<file path="config.mk">
export PLATFORM = sky130hd
export DESIGN_NAME = bbr_remap
export DESIGN_NICKNAME = d
export VERILOG_FILES = /design/src/design/bbr_pkg.sv /design/src/design/bbr_dec_if.sv /design/src/design/bbr_decode.sv /design/src/design/bbr_remap.sv
export SDC_FILE = /design/constraint.sdc
export NUM_CORES = 1
export LEC_CHECK = 0
export CORE_ASPECT_RATIO = 0.8
export CORE_UTILIZATION = 35
export DETAILED_ROUTE_END_ITERATION = 16
export DONT_BUFFER_PORTS = 1
export GPL_ROUTABILITY_DRIVEN = 0
export PLACE_DENSITY = 0.58
export SLEW_MARGIN = 20
export SYNTH_ARGS = -nofsm -noshare
export SYNTH_HDL_FRONTEND = slang
export SYNTH_SLANG_ARGS = --single-unit
export TNS_END_PERCENT = 30
</file>
<file path="constraint.sdc">
create_clock -name core_clk_in -period 3.3 [get_ports core_clk_in]
set_input_delay 0.495 -clock core_clk_in [delete_from_list [all_inputs] [get_ports core_clk_in]]
set_output_delay 0.495 -clock core_clk_in [all_outputs]
set_load 0.005 [all_outputs]
</file>
<file path="src/design/bbr_pkg.sv">
/*
  Package of the bit-band alias remapper: region bases, masks, access
  size codes and controller states.
  Assumes a 32-bit byte address and a 32-bit lane-aligned data bus.
*/
package bbr_pkg;

  localparam logic [31:0] ALIAS_MASK      = 32'hFE00_0000;
  localparam logic [31:0] SRAM_ALIAS_BASE = 32'h2200_0000;
  localparam logic [31:0] PER_ALIAS_BASE  = 32'h4200_0000;
  localparam logic [31:0] SRAM_BB_BASE    = 32'h2000_0000;
  localparam logic [31:0] PER_BB_BASE     = 32'h4000_0000;
  localparam logic [31:0] SRAM_BB_LAST    = 32'h2000_7FFF;

  // alias offset field positions: byte offset above, bit number below
  localparam int BYTE_OFS_HI = 24;
  localparam int BYTE_OFS_LO = 5;
  localparam int BIT_NUM_HI  = 4;
  localparam int BIT_NUM_LO  = 2;
  localparam int BYTE_OFS_W  = BYTE_OFS_HI - BYTE_OFS_LO + 1;

  localparam logic [1:0] SIZE_BYTE = 2'h0;
  localparam logic [1:0] SIZE_HALF = 2'h1;
  localparam logic [1:0] SIZE_WORD = 2'h2;

  localparam logic [31:0] RDATA_RESET = 32'h0000_0000;
  localparam logic [31:0] ALIAS_ONE   = 32'h0000_0001;
  localparam logic [31:0] ALIAS_ZERO  = 32'h0000_0000;

  typedef enum logic [2:0] {
    ST_IDLE = 3'b000,
    ST_REQ  = 3'b001,
    ST_WAIT = 3'b010,
    ST_WREQ = 3'b011,
    ST_RESP = 3'b100
  } bbr_state_e;

endpackage

</file>
<file path="src/design/bbr_dec_if.sv">
/*
  Carrier between the remapper core and its address decoder.
  Assumes both ends sit on the same clock; the path is combinational.
*/
`timescale 1ns/100ps
`default_nettype none

interface bbr_dec_if;
  logic [31:0] addr;
  logic        instr;
  logic [1:0]  size;
  logic        alias_hit;
  logic        refuse;
  logic [31:0] tgt_addr;
  logic [4:0]  bitpos;
  logic [4:0]  wlane;

  modport dec (
    input  addr,
    input  instr,
    input  size,
    output alias_hit,
    output refuse,
    output tgt_addr,
    output bitpos,
    output wlane
  );

  modport core (
    output addr,
    output instr,
    output size,
    input  alias_hit,
    input  refuse,
    input  tgt_addr,
    input  bitpos,
    input  wlane
  );
endinterface

`default_nettype wire

</file>
<file path="src/design/bbr_decode.sv">
/*
  Address decoder of the bit-band alias remapper: classifies an upstream
  address and, for alias accesses, derives the bit-band target.
  Assumes the caller presents a stable request while it is looked at.
*/
`timescale 1ns/100ps
`default_nettype none

module bbr_decode (
  bbr_dec_if.dec dec
);

  logic                          sram_alias;
  logic                          per_alias;
  logic [31:0]                   tgt_byte;
  logic [bbr_pkg::BYTE_OFS_W-1:0] byte_ofs;
  logic [2:0]                    bit_num;

  assign sram_alias = (dec.addr & bbr_pkg::ALIAS_MASK)
                      == bbr_pkg::SRAM_ALIAS_BASE;
  assign per_alias  = (dec.addr & bbr_pkg::ALIAS_MASK)
                      == bbr_pkg::PER_ALIAS_BASE;

  // alias offset = byte offset * 32 + bit number * 4, inverted here
  assign byte_ofs = dec.addr[bbr_pkg::BYTE_OFS_HI:bbr_pkg::BYTE_OFS_LO];
  assign bit_num  = dec.addr[bbr_pkg::BIT_NUM_HI:bbr_pkg::BIT_NUM_LO];

  // each alias word lands on one bit of the low 1 MB of its region
  assign tgt_byte = (sram_alias ? bbr_pkg::SRAM_BB_BASE
                                : bbr_pkg::PER_BB_BASE)
                    | {{(32-bbr_pkg::BYTE_OFS_W){1'b0}}, byte_ofs};

  // fetches into the sram alias go through untouched
  assign dec.alias_hit = (sram_alias || per_alias) && !dec.instr;
  assign dec.refuse    = per_alias && dec.instr;

  // same size downstream, address aligned to that size
  always_comb
  begin
    unique case (dec.size)
      bbr_pkg::SIZE_WORD: dec.tgt_addr = {tgt_byte[31:2], 2'b00};
      bbr_pkg::SIZE_HALF: dec.tgt_addr = {tgt_byte[31:1], 1'b0};
      default:            dec.tgt_addr = tgt_byte;
    endcase
  end

  // little-endian lanes: byte n of a word sits in bits 8n+7..8n
  assign dec.bitpos = {tgt_byte[1:0], bit_num};
  assign dec.wlane  = {dec.addr[1:0], 3'b000};

endmodule

`default_nettype wire

</file>
<file path="src/design/bbr_remap.sv">
/*
  Bit-band alias remapper sitting between the core data bus master and
  the sram / peripheral fabric. One transaction is handled at a time.
  Assumes both buses run on core_clk_in, a lane-aligned 32-bit data bus
  and a downstream response no earlier than the cycle after acceptance.
*/
`timescale 1ns/100ps
`default_nettype none

// How it works
// - alias words map onto bit-band region bits
// - sram alias redirected to sram bit-band
// - peripheral alias redirected to peripheral bit-band
// - downstream access keeps original access size
// - offset equals byte times 32 plus bit times 4
// - bit number ranges zero through seven
// - alias write is read, modify, write back
// - sram alias fetches are not remapped
// - peripheral alias fetches are refused
// - written bit 0 sets target bit value
// - written bits 31 to 1 ignored
// - alias read returns zero or one
// - direct bit-band accesses pass unchanged
// - data lanes are little-endian
module bbr_remap (
  input  wire logic        core_clk_in,
  input  wire logic        reset_n_in,
  input  wire logic        up_valid_in,
  output logic             up_ready_out,
  input  wire logic        up_write_in,
  input  wire logic        up_instr_in,
  input  wire logic [31:0] up_addr_in,
  input  wire logic [1:0]  up_size_in,
  input  wire logic [31:0] up_wdata_in,
  output logic             up_rvalid_out,
  output logic [31:0]      up_rdata_out,
  output logic             up_err_out,
  output logic             dn_valid_out,
  input  wire logic        dn_ready_in,
  output logic             dn_write_out,
  output logic             dn_instr_out,
  output logic             dn_lock_out,
  output logic [31:0]      dn_addr_out,
  output logic [1:0]       dn_size_out,
  output logic [31:0]      dn_wdata_out,
  input  wire logic        dn_rvalid_in,
  input  wire logic [31:0] dn_rdata_in,
  input  wire logic        dn_err_in
);

  bbr_dec_if dec_bus ();

  bbr_pkg::bbr_state_e state_q;
  bbr_pkg::bbr_state_e state_d;

  logic        accept;
  logic        to_wreq;
  logic        rsp_done;
  logic        alias_q;
  logic        rmw_q;
  logic        wbit_q;
  logic [4:0]  bitpos_q;
  logic        dn_write_q;
  logic        dn_instr_q;
  logic        dn_lock_q;
  logic [31:0] dn_addr_q;
  logic [1:0]  dn_size_q;
  logic [31:0] dn_wdata_q;
  logic [31:0] up_rdata_q;
  logic        up_err_q;
  logic [31:0] merged;
  logic [31:0] alias_rdata;

  assign dec_bus.addr  = up_addr_in;
  assign dec_bus.instr = up_instr_in;
  assign dec_bus.size  = up_size_in;

  bbr_decode u_decode (
    .dec (dec_bus.dec)
  );

  assign accept  = up_valid_in && (state_q == bbr_pkg::ST_IDLE);
  // go on to the write half only after a clean read half
  assign to_wreq = (state_q == bbr_pkg::ST_WAIT) && dn_rvalid_in
                   && rmw_q && !dn_write_q && !dn_err_in;

  always_comb
  begin
    state_d = state_q;
    unique case (state_q)
      bbr_pkg::ST_IDLE:
      begin
        if (up_valid_in)
        begin
          state_d = dec_bus.refuse ? bbr_pkg::ST_RESP
                                   : bbr_pkg::ST_REQ;
        end
      end
      bbr_pkg::ST_REQ:
      begin
        if (dn_ready_in)
        begin
          state_d = bbr_pkg::ST_WAIT;
        end
      end
      bbr_pkg::ST_WAIT:
      begin
        if (dn_rvalid_in)
        begin
          // no idle state between halves, so nothing can slip in
          state_d = to_wreq ? bbr_pkg::ST_WREQ
                            : bbr_pkg::ST_RESP;
        end
      end
      bbr_pkg::ST_WREQ:
      begin
        if (dn_ready_in)
        begin
          state_d = bbr_pkg::ST_WAIT;
        end
      end
      bbr_pkg::ST_RESP:
      begin
        state_d = bbr_pkg::ST_IDLE;
      end
      default:
      begin
        state_d = bbr_pkg::ST_IDLE;
      end
    endcase
  end

  always_ff @(posedge core_clk_in or negedge reset_n_in)
  begin
    if (!reset_n_in)
    begin
      state_q <= bbr_pkg::ST_IDLE;
    end
    else
    begin
      state_q <= state_d;
    end
  end

  // alias bookkeeping caught at acceptance
  always_ff @(posedge core_clk_in or negedge reset_n_in)
  begin
    if (!reset_n_in)
    begin
      alias_q  <= 1'b0;
      rmw_q    <= 1'b0;
      wbit_q   <= 1'b0;
      bitpos_q <= 5'h00;
    end
    else if (accept)
    begin
      alias_q  <= dec_bus.alias_hit;
      rmw_q    <= dec_bus.alias_hit && up_write_in;
      // only the lowest bit of the written value counts
      wbit_q   <= up_wdata_in[dec_bus.wlane];
      bitpos_q <= dec_bus.bitpos;
    end
  end

  // replace only the target bit of what was read
  always_comb
  begin
    merged = dn_rdata_in;
    merged[bitpos_q] = wbit_q;
  end

  assign alias_rdata = dn_rdata_in[bitpos_q] ? bbr_pkg::ALIAS_ONE
                                             : bbr_pkg::ALIAS_ZERO;

  // fetch flag and size travel downstream as they came
  always_ff @(posedge core_clk_in or negedge reset_n_in)
  begin
    if (!reset_n_in)
    begin
      dn_instr_q <= 1'b0;
      dn_size_q  <= bbr_pkg::SIZE_WORD;
    end
    else if (accept && !dec_bus.refuse)
    begin
      dn_instr_q <= up_instr_in;
      dn_size_q  <= up_size_in;
    end
  end

  // plain and direct bit-band accesses keep their address
  always_ff @(posedge core_clk_in or negedge reset_n_in)
  begin
    if (!reset_n_in)
    begin
      dn_addr_q <= 32'h0000_0000;
    end
    else if (accept && !dec_bus.refuse)
    begin
      dn_addr_q <= dec_bus.alias_hit ? dec_bus.tgt_addr
                                     : up_addr_in;
    end
  end

  // an alias access always opens with a read; for an alias write the write half follows only a clean read half
  always_ff @(posedge core_clk_in or negedge reset_n_in)
  begin
    if (!reset_n_in)
    begin
      dn_write_q <= 1'b0;
    end
    else if (accept && !dec_bus.refuse)
    begin
      dn_write_q <= up_write_in && !dec_bus.alias_hit;
    end
    else if (to_wreq)
    begin
      dn_write_q <= 1'b1;
    end
  end

  // write data: passed through, or the merged word of the write half
  always_ff @(posedge core_clk_in or negedge reset_n_in)
  begin
    if (!reset_n_in)
    begin
      dn_wdata_q <= 32'h0000_0000;
    end
    else if (accept && !dec_bus.refuse)
    begin
      dn_wdata_q <= dec_bus.alias_hit ? 32'h0000_0000 : up_wdata_in;
    end
    else if (to_wreq)
    begin
      dn_wdata_q <= merged;
    end
  end

  // lock holds the fabric from read request through write response
  always_ff @(posedge core_clk_in or negedge reset_n_in)
  begin
    if (!reset_n_in)
    begin
      dn_lock_q <= 1'b0;
    end
    else if (accept && !dec_bus.refuse)
    begin
      dn_lock_q <= dec_bus.alias_hit && up_write_in;
    end
    else if (state_d == bbr_pkg::ST_RESP)
    begin
      dn_lock_q <= 1'b0;
    end
  end

  // the answer is due once the last downstream half has come back
  assign rsp_done = (state_q == bbr_pkg::ST_WAIT) && dn_rvalid_in
                    && !to_wreq;

  // error flag of the answer, held until the next answer
  always_ff @(posedge core_clk_in or negedge reset_n_in)
  begin
    if (!reset_n_in)
    begin
      up_err_q <= 1'b0;
    end
    else if (accept && dec_bus.refuse)
    begin
      up_err_q <= 1'b1;
    end
    else if (rsp_done)
    begin
      up_err_q <= dn_err_in;
    end
  end

  // read data of the answer; writes and errors answer with zero
  always_ff @(posedge core_clk_in or negedge reset_n_in)
  begin
    if (!reset_n_in)
    begin
      up_rdata_q <= bbr_pkg::RDATA_RESET;
    end
    else if (accept && dec_bus.refuse)
    begin
      up_rdata_q <= bbr_pkg::RDATA_RESET;
    end
    else if (rsp_done)
    begin
      if (dn_write_q || dn_err_in)
      begin
        up_rdata_q <= bbr_pkg::RDATA_RESET;
      end
      else
      begin
        up_rdata_q <= alias_q ? alias_rdata : dn_rdata_in;
      end
    end
  end

  assign up_ready_out  = (state_q == bbr_pkg::ST_IDLE);
  assign up_rvalid_out = (state_q == bbr_pkg::ST_RESP);
  assign up_rdata_out  = up_rdata_q;
  assign up_err_out    = up_err_q;
  assign dn_valid_out  = (state_q == bbr_pkg::ST_REQ)
                         || (state_q == bbr_pkg::ST_WREQ);
  assign dn_write_out  = dn_write_q;
  assign dn_instr_out  = dn_instr_q;
  assign dn_lock_out   = dn_lock_q;
  assign dn_addr_out   = dn_addr_q;
  assign dn_size_out   = dn_size_q;
  assign dn_wdata_out  = dn_wdata_q;

endmodule

`default_nettype wire

</file>
**Word level (Yosys, flattened, before mapping)**

Cells that the tools add are included.

- Memories kept: 0
- Bits in read-only memories: 0
- Latch bits: 0
- RAM bits: 0
- Logic and storage cells: 83
- Output and inout bits: 105
- Flip-flop bits (word level): 113
- Input bits: 106

- Multiplexer cells: 30
- Bitwise operators: 1
- Order comparisons: 3
- Multiply operators: 0
- Shift-type cells: 0
- Equal/unequal tests: 9
- Reductions and logical operators: 27
- Divide/modulo/power cells: 0
- $add $sub $neg: 0

Operators with widths:

| operator | number |
|---|---|
| 32-bit 2-to-1 mux | 8 |
| 32-bit bitwise mux | 1 |
| 31-bit 2-to-1 mux | 1 |
| 31-bit by 20-bit OR with 31-bit output | 1 |
| 3-bit 2-to-1 mux | 5 |
| 1-bit logical AND | 13 |
| 5-bit by 6-bit less-than comparator with 1-bit output (second input constant) | 2 |
| 1-bit 2-to-1 mux | 10 |
| 3-bit one-hot mux with 3 select lines | 1 |
| 7-bit by 5-bit equality test with 1-bit output (second input constant) | 1 |
| 7-bit by 6-bit equality test with 1-bit output (second input constant) | 1 |
| 3-bit by 2-bit equality test with 1-bit output (second input constant) | 2 |
| 3-bit equality test (second input constant) | 2 |
| 1-bit zero test | 6 |
| 2-bit nonzero test | 3 |
| 1-bit binary-select mux with 5-bit select | 1 |
| 1-bit demux with 5-bit select | 1 |
| 5-bit by 1-bit >= comparator with 1-bit output (second input constant) | 1 |
| 2-bit one-hot mux with 2 select lines | 1 |
| 3-bit by 1-bit equality test with 1-bit output (second input constant) | 1 |
| 3-bit zero test | 1 |
| 1-bit logical OR | 3 |
| 1-bit binary-select mux with 2-bit select | 1 |
| 2-bit by 1-bit equality test with 1-bit output (second input constant) | 1 |
| 2 further kinds | 2 |

**Logic depth before layout (Yosys ltp)**

Gate-level depths: netlist of run 1.

- Depth after elaboration: 11
- Depth in mapped cells: 7
- Mapped depth without buffers: 5

**Modules after synthesis**

From an unflattened synthesis of run 1, not the netlist that was laid out.

- Cell total of the unflattened synthesis: 696
- Area total of the unflattened synthesis: 6522.5 um^2

Modules (own cells, without submodules):

| module | area an instance (um^2) | cells an instance | sequential area each (um^2) | times used |
|---|---|---|---|---|
| bbr_remap | 6125.9 | 642 | 2829.0 | 1 |
| bbr_decode | 396.6 | 54 | 0.0 | 1 |

**Worst setup path after synthesis of run 1**

OpenSTA, ideal clock, no wires.

- Path kind: input to register
- Start: input up_addr_in[27]
- End: register dn_addr_q[26] (netlist: dn_addr_out[26])
- Path buffers: 1
- Slack: 1.595 ns
- Library setup time: 0.125 ns
- Arrival: 1.581 ns
- Data required time: 3.175 ns
- Cell stages on the path: 5
- Path through: nor4b_4 nand4b_2 nand3_2 buf_4 mux2_2

- Word-level cells in the longest chain between the ends: 4
- Elaborated cells on any way between the ends: 8
- Classes of those cells: eq/ne: 2; mux: 1; reduce/logical: 5

Ends and longest elaborated chain:

| item | line | RTL |
|---|---|---|
| from (decl) | bbr_remap.sv:32 | `input wire logic [31:0] up_addr_in,` |
| 7-bit by 5-bit equality test with 1-bit output / 7-bit by 6-bit equality test with 1-bit output (equally long branches) | bbr_decode.sv:20, bbr_decode.sv:22 |  |
| 1-bit logical OR / 1-bit logical AND (equally long branches) | bbr_decode.sv:34, bbr_decode.sv:35 |  |
| 1-bit logical AND / 1-bit zero test (equally long branches) | bbr_decode.sv:34, bbr_remap.sv:197 |  |
| 32-bit 2-to-1 mux / 1-bit logical AND (equally long branches) | bbr_remap.sv:199, bbr_remap.sv:197 |  |
| to (signal assigned) | bbr_remap.sv:199 | `dn_addr_q <= dec_bus.alias_hit ? dec_bus.tgt_addr` |
| to (decl) | bbr_remap.sv:66 | `logic [31:0] dn_addr_q;` |

Several ways; a longest one is shown, not always the timed one.
A chain may end at the register's enable or synchronous reset.

**Final worst setup path of run 1**

- Start: register state_q[0]
- End: register up_rdata_q[22] (netlist: up_rdata_out[22])

- Word-level cells in the longest chain between the ends: 8
- Elaborated cells on any way between the ends: 12
- Classes of those cells: eq/ne: 1; mux: 1; reduce/logical: 10

Ends and longest elaborated chain:

| item | line | RTL |
|---|---|---|
| from (decl) | bbr_remap.sv:53 | `bbr_pkg::bbr_state_e state_q;` |
| from (signal assigned) | bbr_remap.sv:137 | `state_q <= bbr_pkg::ST_IDLE;` |
| from (signal assigned) | bbr_remap.sv:141 | `state_q <= state_d;` |
| 3-bit by 2-bit equality test with 1-bit output | bbr_remap.sv:84, bbr_remap.sv:256 |  |
| 1-bit logical AND | bbr_remap.sv:84, bbr_remap.sv:256 |  |
| 1-bit logical AND (3 in series) | bbr_remap.sv:85 | `&& rmw_q && !dn_write_q && !dn_err_in;` |
| 1-bit zero test | bbr_remap.sv:257 | `&& !to_wreq;` |
| 1-bit logical AND | bbr_remap.sv:257 |  |
| 2-bit nonzero test (no source line) | - |  |
| to (signal assigned) | bbr_remap.sv:281 | `up_rdata_q <= bbr_pkg::RDATA_RESET;` |
| to (signal assigned) | bbr_remap.sv:285 | `up_rdata_q <= bbr_pkg::RDATA_RESET;` |
| to (signal assigned) | bbr_remap.sv:291 | `up_rdata_q <= bbr_pkg::RDATA_RESET;` |
| to (decl) | bbr_remap.sv:69 | `logic [31:0] up_rdata_q;` |

Several ways; a longest one is shown, not always the timed one.

==> summary.txt, run 1 <==
Routing
  • Vias: 4,245
  • WL final: 16.48 mm
  • DR WL/cell: 21.80 microns
  • DR iter-0 viols: 252
  • DRC violations left: 0
  • DR pass1 iterations: 5
  • DRT antenna net count: 0
  • Vias per cell: 5.615

Logic synthesis
  • Post-synthesis register bit count: 113
  • Async S/R FF share, synth: 1.000
  • Ys flop type: dfrtp_1
  • Number of enable flip-flop cells after synthesis: 0
  • Syn Area/Cell: 10.46 sq um
  • Synthesized Nets: 647
  • Cell Area, Synth: 5650 sq um
  • Synthesis Warnings: 0
  • Cell variety after synth: 50
  • Post-Syn Instances: 540
  • Sequential area share after synthesis: 0.5007

STA
  • Worst Tran Pin Value: 1001 ps
  • Normalized max-slew margin: 0.3327
  • Post-Route Skew: 9.847 ps
  • Setup-failing EPs final: 0
  • Minimum clock period: 2256 ps
  • Fmax: 0.4433 GHz
  • RSZ-0062 raised after global routing: false
  • Setup TNS: 0 ps
  • Slew Viols, Final: 0
  • Final period utilization: 0.6836
  • Hold Fails Final Rpt: 0

Global routing
  • GRT overflow: 0
  • Vias in the first global route: 4,285
  • Initial antenna violation count: 0
  • Largest net degree at the start of global routing: 114
  • Gr usage total: 0.2064
  • First-pass GRT wire length: 25.12 mm

Layout
  • Final std cells w/o fill: 756
  • Share of layout cells above drive strength 1: 0.1238
  • Layout area overhead: 13.77%
  • Final Instance Area: 6429 sq um
  • Diodes inserted: 0
  • Nets: 635

Place
  • Hpwl dp: 11.95 mm
  • Placed cells: 723
  • Cell Area, Placed: 5781 sq um
  • IO Port Bufs: 0

Critical path
  • Worst setup SP type: register
  • Reg2reg end: up_rdata_out[22]$_DFFE_PN0P_
  • Cells along the critical path: nand2b_1, nor3b_2, nand2b_2, nor4_4, buf_4, a22o_1
  • R2r worst-path depth: 6
  • R2R setup slack: 1040 ps
  • Slowest CP cell: nor4_4
  • Worst EP required: 3650 ps
  • Crit path capture type: register
  • CP max FO: 22
  • Max incr delay on CP: 570 ps
  • FF-to-FF Start: state_q[0]$_DFF_PN0_
  • Critical path class: register to register
  • Crit path arrival time: 2610 ps

Pwr
  • Static leakage: 2.786 nW
  • VDD IR-drop max: 628.0 uV
  • Pwr/cell area: 983.0 nW/um^2

Die
  • Core area: 15,750 sq um
  • FP Rows: 41
  • Initial Utilization: 0.3588
  • Die height: 115.6 microns
  • Die Span X: 144.1 microns
  • Io pins: 211
  • Die ar.: 16,660 sq um

Clock tree
  • Clock Root Buffer: clkbuf_16
  • Clock sink count: 113
  • Post_cts resized: 0
  • H-Tree Depth: 4
  • Reg clk slew, reported paths: 50 ps
  • Clock latency on the worst-skew pair: 420 ps
  • Num CTS Buffers: 17
  • Clk buf depth: 2
  • CTS tree: done

Run status
  • Run status: completed

Flow run
  • Max-Cap Viols: 0

Min path
  • Hold Path Class: input port to async pin
## sequential cells by signal (all words and copies together) (netlist names), 2 cells and up
signal        flops
dn_addr_out      32
dn_wdata_out     32
up_rdata_out     32
bitpos_q          5
state_q           3
dn_size_out       2
## power by group
| part | total [mW] | leakage [nW] | switching (mW) | internal, mW |
|---|---|---|---|---|
| Sequential | 2.75 | 1.44 | 0.710 | 2.04 |
| Combinational | 1.64 | 1.05 | 0.890 | 0.753 |
| Clock | 1.93 | 0.303 | 0.634 | 1.29 |
| Total | 6.32 | 2.79 | 2.23 | 4.08 |
## per-stage QoR
step                      setup WS, ps  utilization  total power, mW  hold WS [ps]
after CTS                         1047       0.4082            6.395         52.51
after global placement            1090       0.3670            4.309         201.8
after global routing             877.2       0.4082            6.749         64.95
after floorplan                   1595            -            3.915         199.4
final                             1044       0.4082            6.319         26.14
after detailed placement          1039       0.3670            4.403         201.5
## synth_stat cells (2+ instances only)
cell / number / area [sq um]
dfrtp_1: 112 / 2803
nand2_1: 97 / 364.1
mux2i_1: 62 / 620.6
nand3_1: 44 / 220.2
a22o_1: 32 / 280.3
o211ai_1: 32 / 240.2
o21ai_1: 21 / 105.1
buf_2: 20 / 100.1
nor2_1: 18 / 67.56
clkbuf_1: 12 / 45.04
mux2_2: 10 / 112.6
nor3b_1: 6 / 45.04
o21ai_0: 6 / 30.03
a21oi_1: 5 / 25.02
buf_6: 5 / 56.30
nor2b_1: 5 / 31.28
nor3_1: 5 / 25.02
nand2b_1: 4 / 25.02
nand3b_1: 4 / 30.03
inv_1: 3 / 11.26
mux4_2: 3 / 67.56
buf_1: 2 / 7.510
buf_4: 2 / 15.01
nor4b_4: 2 / 47.55
o221ai_1: 2 / 17.52
o22ai_1: 2 / 12.51
## worst max-delay path by stage
| stage | startpoint | to | slack (ps) |
|---|---|---|---|
| floorplan | up_addr_in[27] | dn_addr_out[26]$_DFFE_PN0P_ | 1590 |
| global placement | up_addr_in[27] | dn_addr_out[16]$_DFFE_PN0P_ | 1090 |
| detailed placement | up_addr_in[27] | dn_addr_out[13]$_DFFE_PN0P_ | 1040 |
| CTS | bitpos_q[1]$_DFFE_PN0P_ | up_rdata_out[0]$_DFFE_PN0P_ | 1050 |
| global route | dn_write_out$_DFFE_PN0P_ | up_rdata_out[14]$_DFFE_PN0P_ | 880 |
| finish | state_q[0]$_DFF_PN0_ | up_rdata_out[22]$_DFFE_PN0P_ | 1040 |
## metal layers
metal / track usage / part of all wire
met3: 0.07893 / 0.090
met5: 0 / 0
met2: 0.3076 / 0.46
met1: 0.2718 / 0.43
met4: 0.07589 / 0.014
## cell usage in the layout (no fill, tap or decap), types with 5 or more instances in the layout
master and instances:
nand3_1 44, o211ai_1 32, dfrtp_1 112, clkbuf_16 17
a21oi_1 5, nor2b_1 5, nor2_1 18, nor3_1 5
mux2_2 10, o21ai_0 6, a22o_1 32, mux2i_1 62
buf_4 9, o21ai_1 21, nand2_1 96, nor3b_1 6
clkinv_2 5
## critical path: cells and delay by family (launching register included)
family	cells	cell delay, ps
AND/OR/NAND/NOR	4	1180
flip-flops	1	420
buffers and inverters	1	400
AO/OA/AOI/OAI	1	180
## logic make-up after synthesis
family                   synth area share
AND/OR/NAND/NOR                    0.1725
flip-flops                         0.5007
AO/OA/AOI/OAI                      0.1397
multiplexers                       0.1417
buffers and inverters             0.04163
XOR/XNOR                         0.001550
adder cells (fa/ha/maj)          0.002214
## timing repair
item / CTS / global route
hold buffers: 1 / 0
setup endpoints to repair: 0 / 0
hold endpoints to repair: 113 / 0
setup buffers: 0 / 0
## final cells by class
cell class,count,area (sq um)
Fill cell,1518,9320
Clock buffer,21,460.4
Sequential cell,113,2829
Inverter,3,11.26
Timing Repair Buffer,10,95.09
Tap cell,215,269.0
Clock inverter,11,160.2
Multi-Input combinational cell,383,2604
Note: power is estimated with default switching activity, not from simulation.
==> inputs of run 2 (changes only) <==
- ABC_AREA: not set -> 1
- clock period: 3.3 -> 2.2 ns (I/O delays scaled with it)
==> run 2 against run 1 <==
Compared with the run above:
- total power rose by 48%
- critical path type unchanged
- first-iteration DRC count increased by 44%
- critical path depth grew 1
- utilization rose by 0.44 points
- register-to-register slack worse by 890 ps
- the run now ends with negative hold slack left
- critical endpoint is now dn_wdata_out[9]$_DFFE_PN0P_
- count of clock-buffer cells in the layout grew 4
- combinational power rose by 52%
==> summary.txt, run 2 <==
Die
  • Core area: 15,950 sq um
  • Die Span X: 145.7 microns
  • Die ar.: 17,030 sq um
  • Initial Utilization: 0.3622
  • Die height: 116.9 microns
  • FP Rows: 41
  • Io pins: 211

Clock tree
  • Clock latency on the worst-skew pair: 410 ps
  • H-Tree Depth: 4
  • Post_cts resized: 0
  • Reg clk slew, reported paths: 50 ps
  • Clk buf depth: 2
  • Clock Root Buffer: clkbuf_16
  • Num CTS Buffers: 17
  • CTS tree: done
  • Clock sink count: 113
  • Setup Buffers After CTS: 0

Critical path
  • Buf/Inv on CP: 2
  • Crit path arrival time: 2330 ps
  • FF-to-FF Start: bitpos_q[1]$_DFFE_PN0P_
  • Worst setup SP type: register
  • CP max FO: 11
  • Critical path class: register to register
  • Crit path from: bitpos_q[1]$_DFFE_PN0P_
  • Worst EP required: 2490 ps
  • Crit path capture type: register
  • Cells along the critical path: clkinv_1, nand2_1, inv_1, nand2_1, o21ai_0, nand2_1, nand3_1
  • Most common cell on crit path: nand2_1
  • Slowest CP cell: dfrtp_1
  • Max incr delay on CP: 570 ps
  • R2R setup slack: 160 ps
  • Top delay family on crit path: simple AND/OR/NAND/NOR gates

Layout
  • Most frequent cells in the layout: 324 x nand2_1, 112 x dfrtp_1, 91 x o21ai_0, 54 x nand3_1
  • Nets: 888
  • Layout area overhead: 13.90%
  • Diodes inserted: 0
  • FILL cells: 1,625
  • Share of layout cells above drive strength 1: 0.07071
  • FF/Latch Area: 2829 sq um
  • Multi-input gate area: 2526 sq um
  • Commonest non-fill, non-tap cell in the layout: nand2_1

Global routing
  • Gr usage total: 0.2195
  • Vias in the first global route: 4,823
  • Initial antenna violation count: 0
  • Largest net degree at the start of global routing: 114
  • GRT overflow: 0
  • First-pass GRT wire length: 28.28 mm

Logic synthesis
  • Post-synth top area cell: dfrtp_1
  • Top post-synthesis cells by count: 324 x nand2_1, 112 x dfrtp_1, 91 x o21ai_0, 54 x nand3_1
  • Synthesis Warnings: 0
  • Syn Area/Cell: 7.353 sq um
  • Cell Area, Synth: 5779 sq um
  • Post-Syn Instances: 786
  • Ys flop type: dfrtp_1
  • Most common cell in the netlist: nand2_1
  • Cell variety after synth: 27
  • Sequential area share after synthesis: 0.4895
  • Async S/R FF share, synth: 1.000
  • Top cell type's share of synthesized area: 0.4850
  • Number of enable flip-flop cells after synthesis: 0
  • Synthesized Nets: 893
  • Post-synthesis register bit count: 113
  • Ranking of synthesized cells by area: dfrtp_1 48%, nand2_1 21%, o21ai_0 7.9%, nand3_1 4.7%, inv_1 3.3%

STA
  • Minimum clock period: 2044 ps
  • Setup-failing EPs final: 0
  • Normalized max-slew margin: 0.5877
  • Fmax: 0.4892 GHz
  • Slew Viols, Final: 0
  • Post-Route Skew: 6.750 ps
  • Worst Tran Pin Value: 618.5 ps
  • Final period utilization: 0.9292
  • Hold Fails Final Rpt: 113
  • Final hold slack: -378.6 ps
  • Setup TNS: 0 ps
  • RSZ-0062 raised after global routing: false

Pwr
  • Static leakage: 3.256 nW
  • VDD IR-drop max: 554.9 uV
  • Part of the power in registers: 0.430
  • Clock network power share: 0.303
  • Pwr/cell area: 1417 nW/um^2
  • Switching power: 3.465 mW
  • Switch share: 0.3716
  • Int Power: 5.860 mW
  • Combinational share of power: 0.267

Routing
  • DRC violations left: 0
  • Vias per cell: 5.086
  • DRT antenna net count: 0
  • DR pass1 iterations: 5
  • DR WL/cell: 18.35 microns
  • Vias: 5,122
  • DR iter-0 viols: 362
  • WL final: 18.48 mm

Place
  • IO Port Bufs: 0
  • Hpwl dp: 13.55 mm

Min path
  • Hold Path Class: input port to async pin

Flow run
  • Max-Cap Viols: 0

Run status
  • Failing checks: negative hold slack
  • Run status: finished, violations left
==> run 2: area by class of cell <==
type                       instances  share of cell area
multi-input combinational        577              0.3838
sequential                       113              0.4298
timing repair buffer              15             0.02091
clock buffer                      25             0.07679
inverter                          57             0.03269
clock inverter                     5             0.01521
tap                              215             0.04087
==> run 2: per-stage QoR <==
| stage | std cells | setup slack [ps] | power (mW) | area (sq um) | util |
|---|---|---|---|---|---|
| 2_1_floorplan | 786 | 701.8 | 5.719 | 5779 | - |
| 3_3_place_gp | 977 | 183.1 | 6.492 | 5977 | 0.3746 |
| 3_5_place_dp | 977 | 212.7 | 6.547 | 5977 | 0.3746 |
| 4_1_cts | 1007 | 191.6 | 9.409 | 6583 | 0.4126 |
| 5_1_grt | 1007 | 2.791 | 10.01 | 6583 | 0.4126 |
| 6_report | 1007 | 155.8 | 9.325 | 6583 | 0.4126 |
==> run 2: worst paths after layout <==
check,end,cells after the start
max,dn_wdata_out[9]$_DFFE_PN0P_,7
min,state_q[1]$_DFF_PN0_,0
max reg2reg,dn_wdata_out[9]$_DFFE_PN0P_,7
min reg2reg,rmw_q$_DFFE_PN0P_,2
max in group asynchronous,dn_size_out[1]$_DFFE_PN1P_,0
min in group core_clk_in,dn_size_out[0]$_DFFE_PN0P_,2
==> run 2: power by group through the flow <==
stage	combinational [mW]	sequential, mW	clock (mW)
after floorplan	2.06	3.65	0
after global placement	2.46	4.03	0
after detailed placement	2.50	4.04	0
after CTS	2.51	4.02	2.88
after global routing	2.91	4.14	2.96
final	2.49	4.01	2.83
==> run 2: logic make-up (layout without fill, tap and decap cells) <==
family	Yosys count	after routing	synth area share
and+or+nand+nor	444	444	0.3089
AOI/OAI and AO/OA	132	132	0.1249
DFF	113	113	0.4895
buffers and inverters	96	102	0.07447
adders and majority gates	1	1	0.002165
==> run 2: layer usage <==
layer	share of wire	wire length (microns)	global-route usage	vias up
met4	0.0076	140	0.05684	0
met5	0	0	0	-
met3	0.10	1896	0.08721	9
met1	0.44	8206	0.2968	2423
li1	-	-	-	2501
met2	0.45	8234	0.3266	189
